`src/rtl/ipr_pkg.sv`:
```
// Shared constants for the interrupt priority register block
package ipr_pkg;

    // Register map, byte addresses inside the slave window
    localparam int unsigned NUM_REG = 5;
    localparam int unsigned ADDR_W = 8;
    localparam logic [7:0] PRIO_CFG_A_OFF = 8'h00;
    localparam logic [7:0] PRIO_CFG_B_OFF = 8'h04;
    localparam logic [7:0] PRIO_CFG_C_OFF = 8'h08;
    localparam logic [7:0] PRIO_CFG_D_OFF = 8'h0c;
    localparam logic [7:0] PRIO_CFG_E_OFF = 8'h10;
    localparam logic [7:0] REG_OFF [NUM_REG] = '{PRIO_CFG_A_OFF, PRIO_CFG_B_OFF,
        PRIO_CFG_C_OFF, PRIO_CFG_D_OFF, PRIO_CFG_E_OFF};

    // Implemented bits of each 16-bit register; the rest read zero
    localparam logic [15:0] REG_MASK [NUM_REG] = '{16'h7777, 16'h0077, 16'h7777,
        16'h0007, 16'h7770};

    // Priority field coding
    localparam int unsigned PRIO_W = 3;
    localparam logic [2:0] PRIO_OFF = 3'h0;
    localparam logic [2:0] PRIO_LOW = 3'h1;
    localparam logic [2:0] PRIO_HIGH = 3'h7;
    localparam logic [2:0] PRIO_RESET = 3'h4;

    // Interrupt sources, one priority field each
    localparam int unsigned NUM_SRC = 14;
    localparam int unsigned SRC_SERIAL_A_RX = 0;
    localparam int unsigned SRC_SYNC_SERIAL_A_EVENT = 1;
    localparam int unsigned SRC_SYNC_SERIAL_A_FAULT = 2;
    localparam int unsigned SRC_TIMER_C = 3;
    localparam int unsigned SRC_CONVERTER_DONE = 4;
    localparam int unsigned SRC_SERIAL_A_TX = 5;
    localparam int unsigned SRC_PIN_CHANGE = 6;
    localparam int unsigned SRC_COMPARATOR = 7;
    localparam int unsigned SRC_TWOWIRE_A_MASTER = 8;
    localparam int unsigned SRC_TWOWIRE_A_SLAVE = 9;
    localparam int unsigned SRC_EXT_PIN_B = 10;
    localparam int unsigned SRC_TIMER_D = 11;
    localparam int unsigned SRC_OUT_COMPARE_D = 12;
    localparam int unsigned SRC_OUT_COMPARE_C = 13;

    // Register index and lowest bit of each source's field
    localparam logic [2:0] FLD_REG [NUM_SRC] = '{3'h0, 3'h0, 3'h0, 3'h0, 3'h1, 3'h1,
        3'h2, 3'h2, 3'h2, 3'h2, 3'h3, 3'h4, 3'h4, 3'h4};
    localparam logic [3:0] FLD_LSB [NUM_SRC] = '{4'hc, 4'h8, 4'h4, 4'h0, 4'h4, 4'h0,
        4'hc, 4'h8, 4'h4, 4'h0, 4'h0, 4'hc, 4'h8, 4'h4};

    // AHB-Lite codes
    localparam logic [1:0] HTRANS_NONSEQ = 2'h2;
    localparam logic HRESP_OKAY = 1'b0;

    // Bus slave phase
    typedef enum logic [1:0] {
        PH_IDLE,
        PH_WRITE,
        PH_READ_WAIT,
        PH_READ_DATA
    } ipr_phase_e;

endpackage

```
`src/rtl/ipr_fld_if.sv`:
```
`timescale 1ns/1ps
// Links the bus slave to one priority field
interface ipr_fld_if;
    logic wr_en; // Commit pulse for this field
    logic [2:0] wdata; // New field value
    logic req_raw; // Request from the peripheral
    logic [2:0] prio; // Stored priority level
    logic req_out; // Request passed on when enabled

    modport fld (input wr_en, input wdata, input req_raw, output prio, output req_out);
    modport ctl (output wr_en, output wdata, output req_raw, input prio, input req_out);
endinterface

```
`src/rtl/ipr_top.sv`:
```
`timescale 1ns/1ps
module ipr_top
    import ipr_pkg::*;
#(
    parameter int unsigned SRC_N = NUM_SRC
)
(
    input wire logic mclk_i,
    input wire logic resetn_i,
    input wire logic hsel_i,
    input wire logic [31:0] haddr_i,
    input wire logic [1:0] htrans_i,
    input wire logic hwrite_i,
    input wire logic [2:0] hsize_i,
    input wire logic [31:0] hwdata_i,
    input wire logic hready_i,
    output logic [31:0] hrdata_o,
    output logic hreadyout_o,
    output logic hresp_o,
    input wire logic [SRC_N-1:0] req_raw_i,
    output logic [SRC_N-1:0] req_o,
    output logic [PRIO_W*SRC_N-1:0] prio_o
);

    // Reset release synchroniser
    logic [1:0] rst_sync_reg;
    logic rst_n;

    // Bus slave state, one packed record
    typedef struct packed {
        ipr_phase_e phase; // Where the current transfer stands
        logic mapped; // Data phase targets a real register
        logic [2:0] idx; // Register index of the data phase
        logic hready; // Drives hreadyout
        logic hresp; // Always OKAY
        logic [31:0] hrdata; // Read data held for the master
    } ipr_bus_s;

    ipr_bus_s st_reg;
    ipr_bus_s st_next;

    // Address phase decode results
    logic addr_take;
    logic addr_mapped;
    logic [2:0] addr_idx;

    // Field values and the read view built from them
    logic [2:0] prio_w [SRC_N];
    logic [15:0] rb_word [NUM_REG];

    // Field links
    ipr_fld_if fld_if [SRC_N] ();

    // Release reset two edges after the pin rises; assertion stays asynchronous
    always_ff @(posedge mclk_i or negedge resetn_i) begin
        if (!resetn_i) begin
            rst_sync_reg <= 2'b00;
        end else begin
            rst_sync_reg <= {rst_sync_reg[0], 1'b1};
        end
    end

    assign rst_n = rst_sync_reg[1];

    // A transfer is taken only when the bus is ready and we are selected
    assign addr_take = hsel_i && hready_i && (htrans_i == HTRANS_NONSEQ);

    // Match the window offset against the map; anything else is unmapped
    // Upper address bits are ignored, so the map repeats every 256 bytes
    always_comb begin
        addr_mapped = 1'b0;
        addr_idx = 3'h0;
        for (int r = 0; r < NUM_REG; r++) begin
            if (haddr_i[ADDR_W-1:0] == REG_OFF[r]) begin
                addr_mapped = 1'b1;
                addr_idx = 3'(r);
            end
        end
    end

    // One field instance per source; write slices only implemented bits
    for (genvar s = 0; s < SRC_N; s++) begin : g_fld
        // Commit in the write data phase of the owning register
        assign fld_if[s].wr_en = (st_reg.phase == PH_WRITE) && st_reg.mapped
            && (st_reg.idx == FLD_REG[s]);
        // Bits outside the field never reach storage
        assign fld_if[s].wdata = hwdata_i[FLD_LSB[s] +: PRIO_W];
        assign fld_if[s].req_raw = req_raw_i[s];
        assign prio_w[s] = fld_if[s].prio;
        assign req_o[s] = fld_if[s].req_out;
        assign prio_o[s*PRIO_W +: PRIO_W] = fld_if[s].prio;

        ipr_field u_field (
            .mclk_i(mclk_i),
            .rst_n_i(rst_n),
            .fld(fld_if[s])
        );
    end

    // Assemble each register from its fields; unplaced bits stay zero
    always_comb begin
        for (int r = 0; r < NUM_REG; r++) begin
            rb_word[r] = 16'h0000;
        end
        // Field table places each source at its fixed position in its register
        for (int s = 0; s < SRC_N; s++) begin
            rb_word[FLD_REG[s]][FLD_LSB[s] +: PRIO_W] =
                prio_w[s];
        end
    end

    // Slave phase sequencing
    // Reads take one wait state so that a write just committed is seen;
    // writes finish with no wait state.
    always_comb begin
        st_next = st_reg;
        st_next.hresp = HRESP_OKAY;
        st_next.hready = 1'b1;
        unique case (st_reg.phase)
            PH_READ_WAIT: begin
                // Sample the register now that any prior write has landed
                st_next.phase = PH_READ_DATA;
                if (st_reg.mapped) begin
                    st_next.hrdata = {16'h0000, rb_word[st_reg.idx]};
                end else begin
                    // Unmapped reads answer zero, still OKAY
                    st_next.hrdata = 32'h0000_0000;
                end
            end
            PH_IDLE, PH_WRITE, PH_READ_DATA: begin
                if (addr_take) begin
                    st_next.mapped = addr_mapped;
                    st_next.idx = addr_idx;
                    if (hwrite_i) begin
                        st_next.phase = PH_WRITE;
                    end else begin
                        // Stall the data phase by one cycle
                        st_next.phase = PH_READ_WAIT;
                        st_next.hready = 1'b0;
                    end
                end else begin
                    st_next.phase = PH_IDLE;
                end
            end
        endcase
    end

    // Slave state register
    always_ff @(posedge mclk_i or negedge rst_n) begin
        if (!rst_n) begin
            st_reg.phase <= PH_IDLE;
            st_reg.mapped <= 1'b0;
            st_reg.idx <= 3'h0;
            st_reg.hready <= 1'b1;
            st_reg.hresp <= HRESP_OKAY;
            st_reg.hrdata <= 32'h0000_0000;
        end else begin
            st_reg <= st_next;
        end
    end

    // Bus outputs straight from the state register
    assign hrdata_o = st_reg.hrdata;
    assign hreadyout_o = st_reg.hready;
    assign hresp_o = st_reg.hresp;

    // Transfer size is not checked; every access is treated as a word
    // A byte write therefore loads every field of the addressed word
    logic size_unused;
    assign size_unused = ^hsize_i;

    // Read completion marker for the checks below
    logic rd_done;
    assign rd_done = (st_reg.phase == PH_READ_DATA) && st_reg.mapped;

    // Write side: a committed data phase lands in the fixed bit positions
    // Positions are spelled out here, so a wrong field table shows up on writes too
    logic wr_phase;
    assign wr_phase = (st_reg.phase == PH_WRITE) && st_reg.mapped;
endmodule // ipr_top

```
`src/rtl/ipr_field.sv`:
```
`timescale 1ns/1ps
// One 3-bit priority field with its request gate
module ipr_field
    import ipr_pkg::*;
(
    input wire logic mclk_i,
    input wire logic rst_n_i,
    ipr_fld_if.fld fld
);

    typedef struct packed {
        logic [2:0] prio; // Stored level
        logic req; // Gated request
    } ipr_fld_s;

    ipr_fld_s st_reg;
    ipr_fld_s st_next;

    // Next state: load on commit, gate request by stored level
    always_comb begin
        st_next = st_reg;
        if (fld.wr_en) begin
            st_next.prio = fld.wdata;
        end
        // Level zero masks the source entirely
        st_next.req = fld.req_raw && (st_reg.prio != PRIO_OFF);
    end

    // State register, mid level after reset
    always_ff @(posedge mclk_i or negedge rst_n_i) begin
        if (!rst_n_i) begin
            st_reg.prio <= PRIO_RESET;
            st_reg.req <= 1'b0;
        end else begin
            st_reg <= st_next;
        end
    end

    assign fld.prio = st_reg.prio;
    assign fld.req_out = st_reg.req;
endmodule // ipr_field

```
`config.mk`:
```
export PLATFORM = sky130hd
export DESIGN_NAME = ipr_top
export DESIGN_NICKNAME = d
export VERILOG_FILES = /design/src/rtl/ipr_pkg.sv /design/src/rtl/ipr_fld_if.sv /design/src/rtl/ipr_top.sv /design/src/rtl/ipr_field.sv
export SDC_FILE = /design/constraint.sdc
export NUM_CORES = 1
export LEC_CHECK = 0
export ABC_AREA = 1
export BUFFER_PORTS_ARGS = -buffer_cell sky130_fd_sc_hd__buf_2
export CAP_MARGIN = 40
export CORE_UTILIZATION = 35
export DETAILED_ROUTE_END_ITERATION = 10
export HOLD_SLACK_MARGIN = 0.05
export PLACE_DENSITY_LB_ADDON = 0.05
export SYNTH_ARGS = -nofsm -noshare
export SYNTH_HDL_FRONTEND = slang
export SYNTH_SLANG_ARGS = --single-unit
```
`constraint.sdc`:
```
create_clock -name mclk_i -period 2.8 [get_ports mclk_i]
set_clock_uncertainty 0.1 [all_clocks]
set_input_delay 0.14 -clock mclk_i [delete_from_list [all_inputs] [get_ports mclk_i]]
set_output_delay 0.14 -clock mclk_i [all_outputs]
set_load 0.02 [all_outputs]
```
==> results.toml <==
[yosys]
synth_top_area_frac = 0.413
synth-seq-cells = 77
seq_area_frac_synth = 0.518
synth.most_common_cell = "nand2_1"
synthDistinctLibCells = 22
synth_common_cells = "175 x nand2_1, 62 x dfrtp_1, 56 x nand3_1"
synth_area_leader_cell = "dfrtp_1"
synth_edf_count = 0
yosysWarningCount = 0
netlist_area_um2 = 3760
netlist_instances = 445
synth_ff_type = "dfrtp_1"
ys_top_cells_by_area = "dfrtp_1 41%, nand2_1 17%, buf_4 11%"
avgSynthCellArea_um2 = 8.44
synthArstFlopShare = 1.00

[global_routing]
grt_use_total = 0.177
grt.overflow.total = 0
first_global_vias = 2961
grt_start_max_net_pins = 50
grt_pass1_wl_um = 15300
antenna_found_initial = 0

[placed_design]
dp_hpwl_um = 6520
portBuffers = 109
dpl-instance-area_um2 = 4180
gp_congestion = 0.753

[timing]
finalCritPeriodShare = 0.715
fmax_mhz = 499
tns_ns = 0
final_max_slew_viol_count = 0
worst_pin_slew_ns = 0.734
setup_viol = 0
slew_headroom = 0.510
hold_viol = 0
rsz0062_at_grt = "false"
post-route-min-period_ns = 2.00

[setup_path]
worstPathRequired_ns = 2.93
crit_fanout = 16
path_cells = "inv_1 > nand2_1 > o21ai_0 > dlygate4sd3_1"
startpoint_type = "register"
critPathBufInv = 2
crit_slowest_cell = "dlygate4sd3_1"
path_delay_family = "buffers and inverters"
critPathMaxStageDelay_ns = 0.60
worst_ep_arrival_time_ns = 2.13
cp-end-kind = "register"
worst-setup-path-type = "reg -> reg"

[route]
vias_per_cell = 4.48
routed_wirelength_um = 9400
remaining_drc_errors = 0
detail-route-antenna-nets = 0
vias = 3155
drtIter0Drc = 116
firstDrtPassIters = 4
wl_per_cell_um = 13.3

[final_layout]
fin_area_um2 = 4710
layout-drive-gt1-share = 0.269
syn_to_final_growth_pct = 25.5
diodes = 0
largest_reg_flops = 42
regMostFlops = "g_fld.u_field.fld.prio"
nets = 651
fillers = 1075

[floorplan]
io_pins = 178
die_y_um = 106
fp-row-count = 37
die-area_um2 = 11200
initial_core_util = 0.362
die-width_um = 106
core-area_um2 = 10400

[hold_path]
hold_path.class = "in -> reg"

[clock_network]
cts_sinks = 77
cts-resized-gates = 0
cts_setup_buffers = 0
cts_tree = "done"
numCtsBuffers = 9
clock_path_buffers = 2
clk_pin_slew_worst_paths_ns = 0.07
clkLatencyLatePin_ns = 0.35
root_buffer = "clkbuf_8"
cts.hold.buffers_added = 33
htreeDepth = 3

[power_and_ir_drop]
p_per_area_nw_per_um2 = 575
vdd_drop_max_v = 0.000290
power_mw = 2.71
p_leak_nw = 2.44

[flow_run]
max_cap_viol_count = 0

[status]
outcome = "completed"
==> layout make-up <==
type	count	area, um2	area share
Clock buffer	12	135	0.0287
Clock inverter	4	73.8	0.0157
Multi-Input combinational cell	299	1340	0.284
Tap cell	136	170	0.0361
Timing Repair Buffer	148	941	0.200
Sequential cell	77	1950	0.413
Inverter	28	108	0.0228
==> report_power, final <==
part | switching (mW) | internal, mW | total (mW) | leakage [nW]
registers | 0.0871 | 1.22 | 1.30 | 0.842
clock network | 0.404 | 0.504 | 0.907 | 0.105
logic | 0.315 | 0.187 | 0.502 | 1.50
==> through the flow <==
stage | util | hold WS (ns) | instances | worst slack [ns]
2_1_floorplan | - | -0.256 | 465 | 0.423
3_3_place_gp | 0.400 | -0.174 | 654 | 1.04
3_5_place_dp | 0.403 | -0.172 | 655 | 1.02
4_1_cts | 0.455 | 0.0601 | 704 | 0.785
5_1_grt | 0.455 | 0.0986 | 704 | 0.633
6_report | 0.455 | 0.0713 | 704 | 0.797
==> final timing paths <==
kind	start	endpoint	slack (ns)	cells after the start
worst max-delay path	st_reg[38]	st_reg[39]	0.80	4
worst min-delay path	haddr_i[0]	st_reg[36]	0.07	6
worst max register to register	st_reg[38]	st_reg[39]	0.80	4
worst min register to register	rst_sync_reg[1]	g_fld[11].u_field.fld.req_out	0.15	0
max in group asynchronous	rst_sync_reg[1]	g_fld[13].u_field.fld.prio[2]	1.83	1
min in group asynchronous	rst_sync_reg[1]	g_fld[11].u_field.fld.req_out	0.15	0
==> worst reg2reg max path: stages (launching register included) <==
cell and delay (ns):
dfrtp_1 0.40, inv_1 0.07, nand2_1 0.54, o21ai_0 0.19, dlygate4sd3_1 0.60
==> layer usage <==
metal  GRT usage  vias up  wire length (um)
li1            -     1575                 -
met1       0.254     1466              4620
met2       0.273      105              4170
met3      0.0322        9               508
met4      0.0556        0               101
met5           0        -                 0
==> logic make-up after synthesis <==
group | count (synthesis) | share of synthesized area
flip-flops | 77 | 0.518
other | 2 | 0.00200
AO/OA/AOI/OAI | 28 | 0.0486
buffers and inverters | 89 | 0.146
AND/OR/NAND/NOR | 249 | 0.285
==> cell usage in the layout, fill, tap and decap left out, types with 10 or more instances in the layout <==
cell type / netlist / layout
inv_1: 27 / 27
o31a_1: 10 / 10
conb_1: 2 / 22
nand2_1: 175 / 175
nor2_1: 10 / 10
nand3_1: 56 / 56
buf_2: 4 / 109
o21ai_0: 13 / 13
dfrtp_1: 62 / 61
dlygate4sd3_1: 0 / 33
dfstp_2: 15 / 15
Power figures use the tool's default switching activity.
